`src/design/rx_cal_regs_pkg.sv`:
```
package rx_cal_regs_pkg;
    // ==========================================================
    // Register offsets
    localparam logic [7:0] EXT_RX_STATUS_ADDR = 8'h2e;
    localparam logic [7:0] FILTER_CAL_STATUS_ADDR = 8'h2f;
    localparam logic [7:0] QUAD_CAL_CONTROL_ADDR = 8'h30;
    localparam logic [1:0] CAL_BANK = 2'h1;
    // ==========================================================
    // Field positions
    localparam int GAIN_BIT = 7;
    localparam int SOURCE_BIT = 6;
    localparam int SUBCMD_MSB = 5;
    localparam int SUBCMD_LSB = 4;
    localparam int COUNT_MSB = 3;
    localparam int QUAD_ACTIVE_BIT = 7;
    localparam int RC_ACTIVE_BIT = 6;
    localparam int RC_RES_MSB = 3;
    localparam int TRIGGER_BIT = 7;
    localparam int SETTING_MSB = 6;
    // ==========================================================
    // Reset values
    localparam logic [7:0] STATUS_RESET = 8'h00;
    localparam logic [6:0] SETTING_RESET = 7'h00;
    // ==========================================================
    // Receive sub-command encoding
    typedef enum logic [1:0] {
        SUB_IDLE = 2'b00,
        SUB_WAKEUP_SEARCH = 2'b01,
        SUB_PREAMBLE_DETECT = 2'b10,
        SUB_DATA = 2'b11
    } rx_subcmd_t;
    // Calibration sequencer states
    typedef enum logic [1:0] {
        CAL_IDLE = 2'b00,
        CAL_START = 2'b01,
        CAL_RUN = 2'b10
    } cal_state_t;
endpackage

```
`src/design/snapshot_capture.sv`:
```
`timescale 1ns/10ps
`default_nettype none
// Capture register: loads a value on a strobe
module snapshot_capture #(
    parameter int WIDTH = 8
) (
    input wire logic core_clk_i,
    input wire logic sys_rst_i,
    input wire logic load_i,
    input wire logic [WIDTH-1:0] value_i,
    output logic [WIDTH-1:0] value_o
);
    // Held snapshot
    always_ff @(posedge core_clk_i or posedge sys_rst_i) begin
        if (sys_rst_i) begin
            value_o <= '0;
        end else if (load_i) begin
            value_o <= value_i;
        end
    end
endmodule // snapshot_capture
`default_nettype wire

```
`src/design/rx_status_and_filter_calibration_regs.sv`:
```
`timescale 1ns/10ps
`default_nettype none
module rx_status_and_filter_calibration_regs (
    input wire logic core_clk_i,
    input wire logic sys_rst_i,
    input wire logic [1:0] bank_sel_i,
    input wire logic [7:0] reg_addr_i,
    input wire logic reg_wr_i,
    input wire logic reg_rd_i,
    input wire logic [7:0] reg_wdata_i,
    input wire logic high_gain_i,
    input wire logic [1:0] rx_subcmd_i,
    input wire logic [3:0] transition_count_i,
    input wire logic auto_sample_i,
    input wire logic status_read_i,
    input wire logic rc_cal_busy_i,
    input wire logic [3:0] rc_cal_result_i,
    input wire logic quad_cal_done_i,
    input wire logic [6:0] quad_cal_best_i,
    output logic [7:0] reg_rdata_o,
    output logic quad_cal_start_o,
    output logic [6:0] quad_cal_setting_o
);
    import rx_cal_regs_pkg::*;

    logic bank_ok;
    logic snap_load;
    logic [7:0] snap_d;
    logic [7:0] snap_q;
    logic [7:0] cal_status;
    logic [7:0] quad_ctrl;
    logic wr_ctrl;
    logic trigger_q;
    logic quad_active_q;
    logic [6:0] setting_q;
    cal_state_t cal_state_q;

    // ==========================================================
    // Access decode
    assign bank_ok = (bank_sel_i == CAL_BANK);
    assign wr_ctrl = reg_wr_i && bank_ok &&
                     (reg_addr_i == QUAD_CAL_CONTROL_ADDR);

    // ==========================================================
    // Status snapshot; automatic capture takes priority
    assign snap_load = auto_sample_i || status_read_i;
    always_comb begin
        snap_d = STATUS_RESET;
        snap_d[GAIN_BIT] = high_gain_i;
        snap_d[SOURCE_BIT] = !auto_sample_i;
        snap_d[SUBCMD_MSB:SUBCMD_LSB] = rx_subcmd_i;
        snap_d[COUNT_MSB:0] = transition_count_i;
    end

    snapshot_capture #(.WIDTH(8)) u_snap (
        .core_clk_i(core_clk_i),
        .sys_rst_i(sys_rst_i),
        .load_i(snap_load),
        .value_i(snap_d),
        .value_o(snap_q)
    );

    // Calibration status and control read views
    always_comb begin
        cal_status = STATUS_RESET;
        cal_status[QUAD_ACTIVE_BIT] = quad_active_q;
        cal_status[RC_ACTIVE_BIT] = rc_cal_busy_i;
        cal_status[RC_RES_MSB:0] = rc_cal_result_i;
        quad_ctrl = {trigger_q, setting_q};
    end

    // ==========================================================
    // I/Q calibration sequencer
    always_ff @(posedge core_clk_i or posedge sys_rst_i) begin
        if (sys_rst_i) begin
            cal_state_q <= CAL_IDLE;
            trigger_q <= 1'b0;
            quad_active_q <= 1'b0;
            quad_cal_start_o <= 1'b0;
        end else begin
            quad_cal_start_o <= 1'b0;
            case (cal_state_q)
                CAL_IDLE: begin
                    if (wr_ctrl && reg_wdata_i[TRIGGER_BIT]) begin
                        trigger_q <= 1'b1;
                        quad_active_q <= 1'b1;
                        quad_cal_start_o <= 1'b1;
                        cal_state_q <= CAL_START;
                    end
                end
                CAL_START: begin
                    cal_state_q <= CAL_RUN;
                end
                CAL_RUN: begin
                    if (quad_cal_done_i) begin
                        trigger_q <= 1'b0;
                        quad_active_q <= 1'b0;
                        cal_state_q <= CAL_IDLE;
                    end
                end
                default: begin
                    cal_state_q <= CAL_IDLE;
                end
            endcase
        end
    end

    // Setting: software write, or calibration result on completion
    always_ff @(posedge core_clk_i or posedge sys_rst_i) begin
        if (sys_rst_i) begin
            setting_q <= SETTING_RESET;
        end else if (cal_state_q == CAL_RUN && quad_cal_done_i) begin
            setting_q <= quad_cal_best_i;
        end else if (wr_ctrl) begin
            setting_q <= reg_wdata_i[SETTING_MSB:0];
        end
    end

    // Registered setting output
    always_ff @(posedge core_clk_i or posedge sys_rst_i) begin
        if (sys_rst_i) begin
            quad_cal_setting_o <= SETTING_RESET;
        end else begin
            quad_cal_setting_o <= setting_q;
        end
    end

    // ==========================================================
    // Read data, registered; unmapped or other bank reads zero
    always_ff @(posedge core_clk_i or posedge sys_rst_i) begin
        if (sys_rst_i) begin
            reg_rdata_o <= STATUS_RESET;
        end else if (reg_rd_i) begin
            if (!bank_ok) begin
                reg_rdata_o <= STATUS_RESET;
            end else begin
                case (reg_addr_i)
                    EXT_RX_STATUS_ADDR: reg_rdata_o <= snap_q;
                    FILTER_CAL_STATUS_ADDR: reg_rdata_o <= cal_status;
                    QUAD_CAL_CONTROL_ADDR: reg_rdata_o <= quad_ctrl;
                    default: reg_rdata_o <= STATUS_RESET;
                endcase
            end
        end
    end

    // ==========================================================
    // Checks
    a_trig_active: assert property (@(posedge core_clk_i)
        disable iff (sys_rst_i) trigger_q == quad_active_q)
        else $error("trigger and active differ");
    a_start_pulse: assert property (@(posedge core_clk_i)
        disable iff (sys_rst_i)
        (wr_ctrl && reg_wdata_i[TRIGGER_BIT] && cal_state_q == CAL_IDLE)
        |=> quad_cal_start_o && quad_active_q ##1 !quad_cal_start_o)
        else $error("calibration did not start");
    // A trigger during a running calibration must not restart it
    a_trig_refused: assert property (@(posedge core_clk_i)
        disable iff (sys_rst_i)
        (wr_ctrl && cal_state_q != CAL_IDLE) |=> !quad_cal_start_o)
        else $error("trigger accepted while running");
    a_done_clear: assert property (@(posedge core_clk_i)
        disable iff (sys_rst_i)
        (cal_state_q == CAL_RUN && quad_cal_done_i)
        |=> !trigger_q && !quad_active_q)
        else $error("trigger not cleared");
    a_result_store: assert property (@(posedge core_clk_i)
        disable iff (sys_rst_i)
        (cal_state_q == CAL_RUN && quad_cal_done_i)
        |=> setting_q == $past(quad_cal_best_i))
        else $error("result not stored");
    a_setting_out: assert property (@(posedge core_clk_i)
        disable iff (sys_rst_i)
        quad_cal_setting_o == $past(setting_q))
        else $error("setting output lags wrongly");
    a_auto_src: assert property (@(posedge core_clk_i)
        disable iff (sys_rst_i)
        auto_sample_i |=> !snap_q[SOURCE_BIT]
        && snap_q[COUNT_MSB:0] == $past(transition_count_i))
        else $error("auto snapshot wrong");
    a_read_src: assert property (@(posedge core_clk_i)
        disable iff (sys_rst_i)
        (status_read_i && !auto_sample_i) |=> snap_q[SOURCE_BIT]
        && snap_q[GAIN_BIT] == $past(high_gain_i))
        else $error("read snapshot wrong");
    a_gain_snap: assert property (@(posedge core_clk_i)
        disable iff (sys_rst_i)
        snap_load |=> snap_q[GAIN_BIT] == $past(high_gain_i))
        else $error("gain bit wrong");
    a_subcmd_snap: assert property (@(posedge core_clk_i)
        disable iff (sys_rst_i)
        snap_load |=> snap_q[SUBCMD_MSB:SUBCMD_LSB] == $past(rx_subcmd_i))
        else $error("sub-command wrong");
    a_cal_read: assert property (@(posedge core_clk_i)
        disable iff (sys_rst_i)
        (reg_rd_i && bank_ok && reg_addr_i == FILTER_CAL_STATUS_ADDR)
        |=> reg_rdata_o[5:4] == 2'h0
        && reg_rdata_o[RC_ACTIVE_BIT] == $past(rc_cal_busy_i)
        && reg_rdata_o[RC_RES_MSB:0] == $past(rc_cal_result_i))
        else $error("calibration status read wrong");
    a_ctrl_read: assert property (@(posedge core_clk_i)
        disable iff (sys_rst_i)
        (reg_rd_i && bank_ok && reg_addr_i == QUAD_CAL_CONTROL_ADDR)
        |=> reg_rdata_o == {$past(trigger_q), $past(setting_q)})
        else $error("control read wrong");
    a_status_read: assert property (@(posedge core_clk_i)
        disable iff (sys_rst_i)
        (reg_rd_i && bank_ok && reg_addr_i == EXT_RX_STATUS_ADDR)
        |=> reg_rdata_o == $past(snap_q))
        else $error("status read wrong");
    a_bank_block: assert property (@(posedge core_clk_i)
        disable iff (sys_rst_i)
        (reg_rd_i && !bank_ok) |=> reg_rdata_o == STATUS_RESET)
        else $error("read outside bank");
    c_cal_cycle: cover property (@(posedge core_clk_i)
        disable iff (sys_rst_i) quad_cal_start_o ##[1:50] !quad_active_q);
    c_auto_snap: cover property (@(posedge core_clk_i)
        disable iff (sys_rst_i) auto_sample_i);
    c_read_snap: cover property (@(posedge core_clk_i)
        disable iff (sys_rst_i) status_read_i && !auto_sample_i);
    c_busy_trigger: cover property (@(posedge core_clk_i)
        disable iff (sys_rst_i)
        wr_ctrl && reg_wdata_i[TRIGGER_BIT] && cal_state_q == CAL_RUN);
endmodule // rx_status_and_filter_calibration_regs
`default_nettype wire

```
`config.mk`:
```
export PLATFORM = sky130hd
export DESIGN_NAME = rx_status_and_filter_calibration_regs
export DESIGN_NICKNAME = d
export VERILOG_FILES = /design/src/design/rx_cal_regs_pkg.sv /design/src/design/snapshot_capture.sv /design/src/design/rx_status_and_filter_calibration_regs.sv
export SDC_FILE = /design/constraint.sdc
export NUM_CORES = 1
export LEC_CHECK = 0
export ABC_AREA = 1
export BUFFER_PORTS_ARGS = -buffer_cell sky130_fd_sc_hd__clkbuf_2
export CAP_MARGIN = 30
export CORE_ASPECT_RATIO = 1.1
export CORE_MARGIN = 2
export CORE_UTILIZATION = 42
export CTS_CLUSTER_SIZE = 8
export DETAILED_ROUTE_END_ITERATION = 10
export PLACE_DENSITY = 0.77
export SYNTH_ARGS = -nofsm -noshare
export SYNTH_HDL_FRONTEND = slang
export SYNTH_SLANG_ARGS = --single-unit
export TNS_END_PERCENT = 1
```
`constraint.sdc`:
```
create_clock -name core_clk_i -period 1.5 [get_ports core_clk_i]
set_clock_uncertainty 0.2 [all_clocks]
set_input_delay 0.15 -clock core_clk_i [delete_from_list [all_inputs] [get_ports core_clk_i]]
set_output_delay 0.15 -clock core_clk_i [all_outputs]
set_load 0.05 [all_outputs]
```
Yosys cells after proc, flatten, opt, wreduce, memory -nomap -nowiden
Cells that the tools add are included.
{"block": "totals", "ff_bits": 34, "wordCells": 38}
{"block": "classes", "n_eq_ne": 8, "n_mux": 12, "reduce_logical": 11}
{"cell": "8-bit by 6-bit equality test with 1-bit output (second input constant)", "n": 3}
{"cell": "8-bit case mux with 3 select lines", "n": 1}
{"cell": "7-bit 2-to-1 mux", "n": 2}
{"cell": "8-bit 2-to-1 mux", "n": 1}
{"cell": "2-bit case mux with 3 select lines", "n": 1}
{"cell": "2-bit by 1-bit equality test with 1-bit output (second input constant)", "n": 2}
{"cell": "1-bit logical AND", "n": 4}
{"cell": "1-bit 2-to-1 mux", "n": 4}
{"cell": "2-bit 2-to-1 mux", "n": 2}
{"cell": "2-bit inequality test (second input constant)", "n": 2}
{"cell": "2-bit nonzero test", "n": 2}
{"cell": "3-bit AND reduction", "n": 1}
{"cell": "2-bit equality test (second input constant)", "n": 1}
{"cell": "2-bit logical NOT", "n": 1}
{"cell": "1-bit case mux with 2 select lines", "n": 1}
{"cell": "2-bit AND reduction", "n": 1}
{"cell": "1-bit logical NOT", "n": 1}
{"cell": "1-bit logical OR", "n": 1}

Logic depth before layout (Yosys ltp)
Gate-level depths: netlist (run 1).
{"block": "logic_depth", "word_depth": 6, "ltp_mapped": 8}

Cells and area by module
Synthesis (run 1) repeated with hierarchy kept, for this count alone.
{"block": "hier_totals", "cells_unflattened": 201, "area_unflattened_um2": 1682.9}
{"mod": "rx_status_and_filter_calibration_regs", "n_inst": 1, "cells_per_inst": 166, "area_per_inst_um2": 1373.8}
{"mod": "snapshot_capture", "n_inst": 1, "cells_per_inst": 35, "area_per_inst_um2": 309.0}

Worst setup path before layout (run 1)
No wires, ideal clock.
{"block": "synth_timing", "path_kind": "flip-flop to flip-flop", "start": "register cal_state_q[0]", "end": "register setting_q[4]", "setup_time_ns": 0.116, "t_arrival_ns": 0.932, "required_ns": 1.184, "setup_slack_ns": 0.252, "path_stages_with_launch": 8, "path_cell_list": "dfrtp_1 -> inv_1 -> nand3_2 -> clkbuf_8 -> nand2_1 -> nand2_1 -> nand2_1 -> nand2_1"}
{"block": "synth_between", "elab_chain_len": 3}
{"element": "start, declared", "line_no": "rx_status_and_filter_calibration_regs.sv:36", "text": "cal_state_t cal_state_q;"}
{"element": "start signal, assigned", "line_no": "rx_status_and_filter_calibration_regs.sv:76", "text": "cal_state_q <= CAL_IDLE;"}
{"element": "start signal, assigned", "line_no": "rx_status_and_filter_calibration_regs.sv:88", "text": "cal_state_q <= CAL_START;"}
{"element": "start signal, assigned", "line_no": "rx_status_and_filter_calibration_regs.sv:92", "text": "cal_state_q <= CAL_RUN;"}
{"element": "2-bit equality test *", "line_no": "rx_status_and_filter_calibration_regs.sv:112", "text": "end else if (cal_state_q == CAL_RUN && quad_cal_done_i) begin"}
{"element": "1-bit logical AND *", "line_no": "rx_status_and_filter_calibration_regs.sv:112"}
{"element": "7-bit 2-to-1 mux or 2-bit nonzero test (tied branches)"}
{"element": "end signal, assigned", "line_no": "rx_status_and_filter_calibration_regs.sv:113", "text": "setting_q <= quad_cal_best_i;"}
{"element": "end signal, assigned", "line_no": "rx_status_and_filter_calibration_regs.sv:115", "text": "setting_q <= reg_wdata_i[SETTING_MSB:0];"}
{"element": "end, declared", "line_no": "rx_status_and_filter_calibration_regs.sv:35", "text": "logic [6:0] setting_q;"}
Every way passes the cells marked *; elsewhere a longest branch is shown, timed or not.
A chain may end at the register's enable or synchronous reset.

Worst setup path after layout (run 1)
{"block": "layout_timing", "start": "input port auto_sample_i", "end": "register u_snap.value_o[6]"}
{"block": "layout_between", "elab_chain_len": 1}
{"element": "start, declared", "line_no": "rx_status_and_filter_calibration_regs.sv:14", "text": "input wire logic auto_sample_i,"}
{"element": "1-bit logical NOT or 1-bit logical OR (tied branches)", "line_no": "rx_status_and_filter_calibration_regs.sv:50, rx_status_and_filter_calibration_regs.sv:46"}
{"element": "end signal, assigned", "line_no": "snapshot_capture.sv:18", "text": "value_o <= value_i;"}
{"element": "end, declared", "line_no": "snapshot_capture.sv:11", "text": "output logic [WIDTH-1:0] value_o"}
Parallel ways exist; a longest one is shown, timed or not.

==> results of run 1 <==
[kinds of logic (layout without fill, tap and decap cells)]
| group | Yosys count | count (layout) | share of synthesized area, % |
|---|---|---|---|
| and+or+nand+nor | 122 | 122 | 38.24 |
| DFF | 34 | 34 | 50.60 |
| buffers and inverters | 17 | 112 | 5.506 |
| muxes | 7 | 7 | 4.688 |
| AOI/OAI and AO/OA | 2 | 2 | 0.9675 |
[state kept, by name, summed over array words and instances, names as in the netlist]
name and count:
cal_state_q 2, quad_active_q 1, quad_cal_setting_o 7, quad_cal_start_o 1, reg_rdata_o 8, setting_q 7
u_snap.value_o 8
[stage by stage]
stage,cell area (sq um),hold slack [ns],utilization (%)
CTS,2416,0.04827,61.89
detailed placement,2036,0.04619,52.15
global route,2427,0.08252,62.18
floorplan,1682,0.01641,-
global placement,2036,0.03754,52.15
finish,2427,0.05782,62.18
[where the power goes]
part	internal (mW)	switching (mW)	total (mW)
clock network	0.463	0.310	0.773
logic	0.199	0.365	0.564
registers	1.04	0.0865	1.13
[synth_stat cells, drive strengths merged]
cell type	count	area, sq um
nand2	65	259.0
nand3	44	260.3
dfrtp	34	850.8
inv	13	48.80
nor2	12	111.4
mux2	7	78.83
buf	3	30.03
clkbuf	1	13.76
nand4	1	12.51
o21a	1	7.510
o21ai	1	8.760
[per-layer routing]
metal  vias up  track usage (%)  part of all wire (%)
li1        774                -                     -
met1       723            22.38                    42
met2        50            33.91                    52
met3         4            4.187                   5.1
met4         0            6.856                   1.1
met5         -                0                     0
[how the worst max path moves through the flow]
stage,start,endpoint,slack [ns],cells past startpoint
floorplan,cal_state_q[0],setting_q[4],0.25,7
global placement,reg_addr_i[3],setting_q[1],0.16,8
detailed placement,reg_addr_i[2],setting_q[2],0.11,8
CTS,quad_cal_done_i,setting_q[4],0.08,7
global route,quad_cal_done_i,setting_q[5],0.04,7
finish,auto_sample_i,u_snap.value_o[6],0.10,4
[critical path: stages]
cell           delay [ns]
clkbuf_2             0.09
dlygate4sd3_1        0.55
nor2_1               0.09
dlygate4sd3_1        0.54
[timing repair]
item,4_1_cts,5_1_grt
setup endpoints to repair,0,7
hold buffers,27,0
resized for setup,0,3
hold endpoints to repair,54,0
[cell usage in the layout (no fill, tap or decap)]
master,n
nor2_8,3
nor2_1,6
nor2_2,1
dlygate4sd3_1,27
nand3_2,7
buf_4,4
inv_2,4
nand3_1,36
mux2_2,7
nand2_2,3
clkbuf_2,59
inv_1,9
nand3_4,1
o21a_1,1
buf_6,1
o21ai_2,1
nand2_1,61
nand2_4,1
clkbuf_8,8
nor2_4,2
dfrtp_1,34
nand4_2,1
[cell type report]
| type | count | area share (%) |
|---|---|---|
| well taps | 52 | 2.680 |
| repair buffers | 91 | 25.00 |
| inverters | 13 | 2.010 |
| clock buffers | 8 | 4.536 |
| multi-input cells | 131 | 30.72 |
| flip-flops and latches | 34 | 35.05 |
==> impl_metrics.yaml, run 1 <==
run_status:
  status: "finished clean"
die:
  fp.dieW_microns: 64.33
  initial_utilization_pct: 43.08
  ios: 60
  num_rows: 24
  core_area_sq_mm: 0.003904
  die_h_microns: 70.37
  die-area_sq_mm: 0.004527
route:
  drtPass1Iterations: 5
  drt_iter0_drc: 31
  postRouteAntennaNets: 0
  drc: 0
  viasPerCell: 4.714
  wl_per_cell_microns: 11.91
  vias: 1551
  wirelength_microns: 3919
yosys:
  syn_avg_cell_area_sq_um: 9.240
  synth.distinct_cells: 19
  synth_area_sq_mm: 0.001682
  synthesis.nets: 226
  ys_seq_area_share_pct: 50.60
  synthCells: 182
  ys_seq_elements: 34
  yosys_warnings: 0
setup_path:
  cp.required_ns: 1.52
  worstSetupPathType: "in2reg"
  r2r_setup_slack_ns: 0.10
  critPathLaunchType: "input pin"
  rr_worst_depth: 3
  end_kind: "flip-flop"
  reg2reg_to: "u_snap.value_o[6]"
  critical_path_arrival_ns: 1.42
  worstReg2RegStart: "u_snap.value_o[6]"
  cp_max_fo: 2
pwr:
  leakage_nw: 1.347
  powerDensity_mw_per_mm2: 1016
  vdd_drop_max_uv: 621.6
  fin_total_pwr_mw: 2.466
timing:
  rsz0062_at_grt: "no"
  slew_headroom_pct: 72.01
  max_freq_mhz: 715.1
  setup_violations: 0
  fin_ws_ns: 0.1016
  period_needed_ns: 1.398
  post-route-period-util_pct: 93.22
  tightest_slew_ns: 0.4199
  finalSetupTns_ns: 0
  hold_violations: 0
  drv_slew: 0
clocking:
  insertion_delay_ns: 0.28
  root_buffer: "clkbuf_8"
  clk_pin_slew_worst_paths_ns: 0.07
  clock_sinks: 34
  cts_tree: "done"
  clockBufferDepth: 2
  cts_setup_buffers: 0
  htreeDepth: 2
  numCtsBuffers: 5
finish:
  num-fill-cells: 346
  stdcell_count: 329
  syn_to_final_growth_pct: 44.35
  drive_above_1_share_pct: 37.18
  multiInputGateArea_sq_um: 745.7
  n_antenna_cell: 0
  seq_area_sq_um: 850.8
  nNetsFinal: 320
placement:
  dpl.cell_count: 294
  pre_cts_slack_ns: 0.1145
  place.gp.congestion: 0.8382
  dpl.hpwl_microns: 2824
  io_buffers: 59
grt:
  grt_pass1_wl_microns: 6617
  grt_pass1_vias: 1549
  gr-total-overflow: 0
  grt_max_degree: 35
  track_usage_pct: 19.07
  antenna_found_initial: 0
min_path:
  min_from: "rc_cal_result_i[1]"
  min_to: "reg_rdata_o[1]"
  min_path_type: "in2reg"
  hold_path_depth: 5
job:
  maxCapViolations: 0
Note: power is estimated with default switching activity, not from simulation.
==> run 2: changes to the inputs <==
Settings changed: MAX_ROUTING_LAYER set to met4.
==> run 2 against run 1 <==
  * Core utilization unchanged
  * Worst hold slack improved by 0.00071 ns
  * Die area unchanged
  * Register-to-register slack about the same
  * Clock-buffer cell count unchanged
  * Critical path depth unchanged
  * Non-clock buffer count unchanged
  * Global-route usage increased by 0.54 points
  * Via count about the same
  * First-iteration DRC count increased by 52%
  * Final cell count unchanged
==> impl_metrics.yaml, run 2 (synthesis gave the netlist of run 1 again) <==
min_path:
  min_to: "reg_rdata_o[1]"
  min_path_type: "in2reg"
  min_from: "rc_cal_result_i[1]"
  hold_path_depth: 5
timing:
  period_needed_ns: 1.399
  finalSetupTns_ns: 0
  hold_violations: 0
  post-route-period-util_pct: 93.28
  max_freq_mhz: 714.7
  tightest_slew_ns: 0.4198
  rsz0062_at_grt: "no"
  drv_slew: 0
  setup_violations: 0
  slew_headroom_pct: 72.01
grt:
  gr-total-overflow: 0
  grt_max_degree: 35
  grt_pass1_vias: 1549
  track_usage_pct: 19.61
  grt_pass1_wl_microns: 6617
  antenna_found_initial: 0
finish:
  num-fill-cells: 346
  drive_above_1_share_pct: 37.18
  syn_to_final_growth_pct: 44.35
  final_cell_mix: "nand2_1, clkbuf_2, nand3_1"
  largestRegisters: "reg_rdata_o (8), u_snap.value_o (8)"
  mostFrequentLayoutCell: "nand2_1"
  nNetsFinal: 320
  n_antenna_cell: 0
die:
  num_rows: 24
  die_h_microns: 70.37
  initial_utilization_pct: 43.08
  core_area_sq_mm: 0.003904
  fp.dieW_microns: 64.33
  die-area_sq_mm: 0.004527
  ios: 60
clocking:
  clk_pin_slew_worst_paths_ns: 0.07
  insertion_delay_ns: 0.28
  clock_sinks: 34
  htreeDepth: 2
  clockBufferDepth: 2
  numCtsBuffers: 5
  root_buffer: "clkbuf_8"
  cts_tree: "done"
  cts_setup_buffers: 0
route:
  viasPerCell: 4.711
  drt_iter0_drc: 47
  postRouteAntennaNets: 0
  vias: 1550
  wirelength_microns: 3919
  drc: 0
  wl_per_cell_microns: 11.91
  drtPass1Iterations: 4
setup_path:
  critPathLaunchType: "input pin"
  cp_max_fo: 2
  critical_path_arrival_ns: 1.42
  rr_worst_depth: 3
  reg2reg_to: "u_snap.value_o[6]"
  cp.required_ns: 1.52
  worstSetupPathType: "in2reg"
  r2r_setup_slack_ns: 0.10
  end_kind: "flip-flop"
  worstReg2RegStart: "u_snap.value_o[6]"
pwr:
  fin_total_pwr_mw: 2.465
  leakage_nw: 1.347
  powerDensity_mw_per_mm2: 1015
  vdd_drop_max_uv: 621.6
run_status:
  status: "finished clean"
placement:
  io_buffers: 59
  dpl.hpwl_microns: 2824
  place.gp.congestion: 0.8512
job:
  maxCapViolations: 0
==> run 2: metrics by stage <==
stage               hold WS (ns)  util (%)  std cells  area, sq um  setup slack [ns]
CTS                      0.04827     61.89        329         2416           0.07978
finish                   0.05853     62.18        329         2427            0.1008
global route             0.08252     62.18        329         2427           0.03832
detailed placement       0.04619     52.15        294         2036            0.1145
global placement         0.03754     52.15        294         2036            0.1622
floorplan                0.01641         -        182         1682            0.2519
==> run 2: critical path, cell delays in order <==
cell and delay, ns:
clkbuf_2 0.09, dlygate4sd3_1 0.55, nor2_1 0.09, dlygate4sd3_1 0.54
==> run 2: layout make-up <==
cell class / count / area (sq um) / share of cell area [%]
flip-flops and latches: 34 / 850.8 / 35.05
multi-input cells: 131 / 745.7 / 30.72
repair buffers: 91 / 606.8 / 25.00
clock buffers: 8 / 110.1 / 4.536
well taps: 52 / 65.06 / 2.680
inverters: 13 / 48.80 / 2.010
==> run 2: power by group <==
part / switching [mW] / total [mW] / internal (mW)
Sequential: 0.0862 / 1.13 / 1.04
Combinational: 0.365 / 0.564 / 0.199
Clock: 0.309 / 0.772 / 0.463
Total: 0.760 / 2.46 / 1.71
==> run 2: worst max path at each step <==
stage                    startpoint                end
floorplan            cal_state_q[0]       setting_q[4]
global placement      reg_addr_i[3]       setting_q[1]
detailed placement    reg_addr_i[2]       setting_q[2]
CTS                 quad_cal_done_i       setting_q[4]
global route        quad_cal_done_i       setting_q[5]
finish                auto_sample_i  u_snap.value_o[6]
==> run 2: timing repair <==
action,in CTS,in global routing
gates resized for setup,0,3
setup endpoints to repair,0,7
endpoints found under the hold margin,54,0
hold buffers,27,0
==> run 2: layer usage <==
| metal | vias up | track usage [%] | wire length, microns | part of all wire [%] |
|---|---|---|---|---|
| met2 | 49 | 33.91 | 2040 | 52 |
| met3 | 4 | 4.187 | 203 | 5.2 |
| met1 | 723 | 22.38 | 1632 | 42 |
| met5 | - | - | 0 | 0 |
| li1 | 774 | - | - | - |
| met4 | 0 | 6.856 | 43 | 1.1 |
==> run 3: changes to the inputs <==
Settings changed: CORE_UTILIZATION 42 to 49, PLACE_DENSITY 0.77 to 0.87.
==> run 3 against run 2 <==
  * The run now ends with negative hold slack left
  * Sequential share of layout area increased by 0.91 points
  * Global-route usage increased by 5.2 points
  * Die area decreased by 13%
  * Flip-flop and latch count unchanged
  * Sequential power about the same
  * Setup slack got worse by 0.060 ns
  * Combinational power increased by 3%
  * Worst hold slack got worse by 0.065 ns
  * Critical path depth decreased by 1
  * Wire length increased by 11%
  * Clock power decreased by 33%
  * Critical endpoint unchanged
==> impl_metrics.yaml, run 3 (synthesis gave the netlist of run 1 again) <==
run_status:
  status: "finished with violations"
  violations: "negative hold slack"
grt:
  grt_use_met1_pct: 28.74
  busiest_layer: "met2"
  grt_pass1_wl_microns: 6906
  met2_usage_pct: 41.03
  grt_use_met3_pct: 3.937
  grt_pass1_vias: 1600
  grt_max_degree: 35
  track_usage_pct: 24.79
  antenna_found_initial: 0
  gr-total-overflow: 0
min_path:
  min_path_type: "in2reg"
  min_from: "rc_cal_result_i[0]"
  hold_path_depth: 5
  min_to: "reg_rdata_o[0]"
finish:
  n_antenna_cell: 0
  mostFrequentLayoutCell: "nand2_1"
  largestRegisters: "reg_rdata_o (8), u_snap.value_o (8)"
  seq_area_sq_um: 850.8
  multiInputGateArea_sq_um: 753.2
  nNetsFinal: 320
  final_cell_area_sq_mm: 0.002366
  stdcell_count: 313
  final_cell_mix: "nand2_1, clkbuf_2, nand3_1"
  num-fill-cells: 209
  syn_to_final_growth_pct: 40.70
  drive_above_1_share_pct: 36.46
pwr:
  swShare_pct: 33.91
  pwr-share-seq_pct: 50.7
  leakage_nw: 1.323
  pwr-share-clk_pct: 23.2
  internal-power_mw: 1.469
  vdd_drop_max_uv: 811.8
  fin_total_pwr_mw: 2.224
  switchingPower_uw: 754.1
  powerDensity_mw_per_mm2: 939.8
  pwr-share-comb_pct: 26.2
route:
  vias: 1608
  drc: 0
  wirelength_microns: 4335
  drt_iter0_drc: 84
  wl_per_cell_microns: 13.85
  viasPerCell: 5.137
  drtPass1Iterations: 4
  postRouteAntennaNets: 0
placement:
  pre_cts_slack_ns: -0.005392
  io_buffers: 59
  dpl.hpwl_microns: 2649
  dpl.cell_count: 276
  place.gp.congestion: 0.8362
  place_area_sq_mm: 0.002001
setup_path:
  crit_buf_inv: 1
  cp.required_ns: 1.53
  rr_worst_depth: 3
  worstSetupPathType: "reg2reg"
  crit_slowest_cell: "dlygate4sd3_1"
  cp_max_fo: 2
  end_kind: "flip-flop"
  r2r_setup_slack_ns: 0.04
  worstReg2RegStart: "u_snap.value_o[6]"
  reg2reg_to: "u_snap.value_o[6]"
  max_stage_delay_ns: 0.55
  crit_family: "buffers and inverters"
  cp.depth: 3
  critPathLaunchType: "flip-flop"
  crit_chain: "nor2_2 -> nor2_1 -> dlygate4sd3_1"
  critical_path_arrival_ns: 1.49
timing:
  finalSetupTns_ns: 0
  max_freq_mhz: 685.3
  post-route-period-util_pct: 97.28
  tightest_slew_ns: 0.4158
  period_needed_ns: 1.459
  fin_ws_ns: 0.04080
  hold_violations: 1
  slew_headroom_pct: 72.28
  drv_slew: 0
  setup_violations: 0
  holdWs_ns: -0.006349
clocking:
  cts_tree: "done"
  insertion_delay_ns: 0.34
  root_buffer: "clkbuf_4"
  htreeDepth: 2
  numCtsBuffers: 5
  clk_pin_slew_worst_paths_ns: 0.10
  cts_setup_buffers: 0
  clock_sinks: 34
  clockBufferDepth: 2
die:
  initial_utilization_pct: 50.91
  core_area_sq_mm: 0.003303
  fp.dieW_microns: 59.86
  die_h_microns: 65.44
  num_rows: 22
  ios: 60
  die-area_sq_mm: 0.003917
job:
  maxCapViolations: 0
## run 3: worst max-delay path by stage
stage	start	end	slack (ns)
3_3_place_gp	reg_addr_i[3]	setting_q[5]	0.03
5_1_grt	quad_cal_done_i	setting_q[3]	-0.01
6_report	u_snap.value_o[6]	u_snap.value_o[6]	0.04
4_1_cts	auto_sample_i	u_snap.value_o[4]	0.04
3_5_place_dp	reg_addr_i[3]	setting_q[5]	-0.005
2_1_floorplan	cal_state_q[0]	setting_q[4]	0.25
## run 3: final cells by class
| type | instances | share of cell area, % |
|---|---|---|
| timing repair buffer | 91 | 25.70 |
| multi-input combinational | 131 | 31.83 |
| tap | 36 | 1.904 |
| clock inverter | 1 | 0.2115 |
| sequential | 34 | 35.96 |
| inverter | 13 | 2.062 |
| clock buffer | 7 | 2.327 |
## run 3: worst reg2reg max path: stages (launching register included)
cell and delay [ns]:
dfrtp_1 0.41, nor2_2 0.13, nor2_1 0.06, dlygate4sd3_1 0.55
## run 3: metal layers
metal / part of all wire (%) / vias to the layer above
li1: - / 781
met1: 39 / 723
met2: 51 / 87
met3: 7.1 / 17
met4: 3.4 / 0
met5: 0 / -
## run 3: repair_timing
| item | 4_1_cts | 5_1_grt |
|---|---|---|
| setup endpoints to repair | 1 | 15 |
| hold endpoints to repair | 61 | 0 |
| resized for setup | 1 | 3 |
| cloned | 0 | 0 |
| hold buffers | 29 | 0 |
## run 3: stage by stage
stage          util [%]  hold slack [ns]
3_5_place_dp      60.57          0.04789
5_1_grt           71.63          0.01212
2_1_floorplan         -          0.01641
6_report          71.63        -0.006349
3_3_place_gp      60.57          0.04191
4_1_cts           71.17         0.004328
## run 3: power groups by stage
stage | clock network, mW | logic, mW | registers (mW)
after floorplan | 0 | 0.172 | 1.31
after global placement | 0 | 0.498 | 1.14
after detailed placement | 0 | 0.507 | 1.14
after CTS | 0.519 | 0.569 | 1.12
after global routing | 0.560 | 0.626 | 1.14
final | 0.515 | 0.582 | 1.13
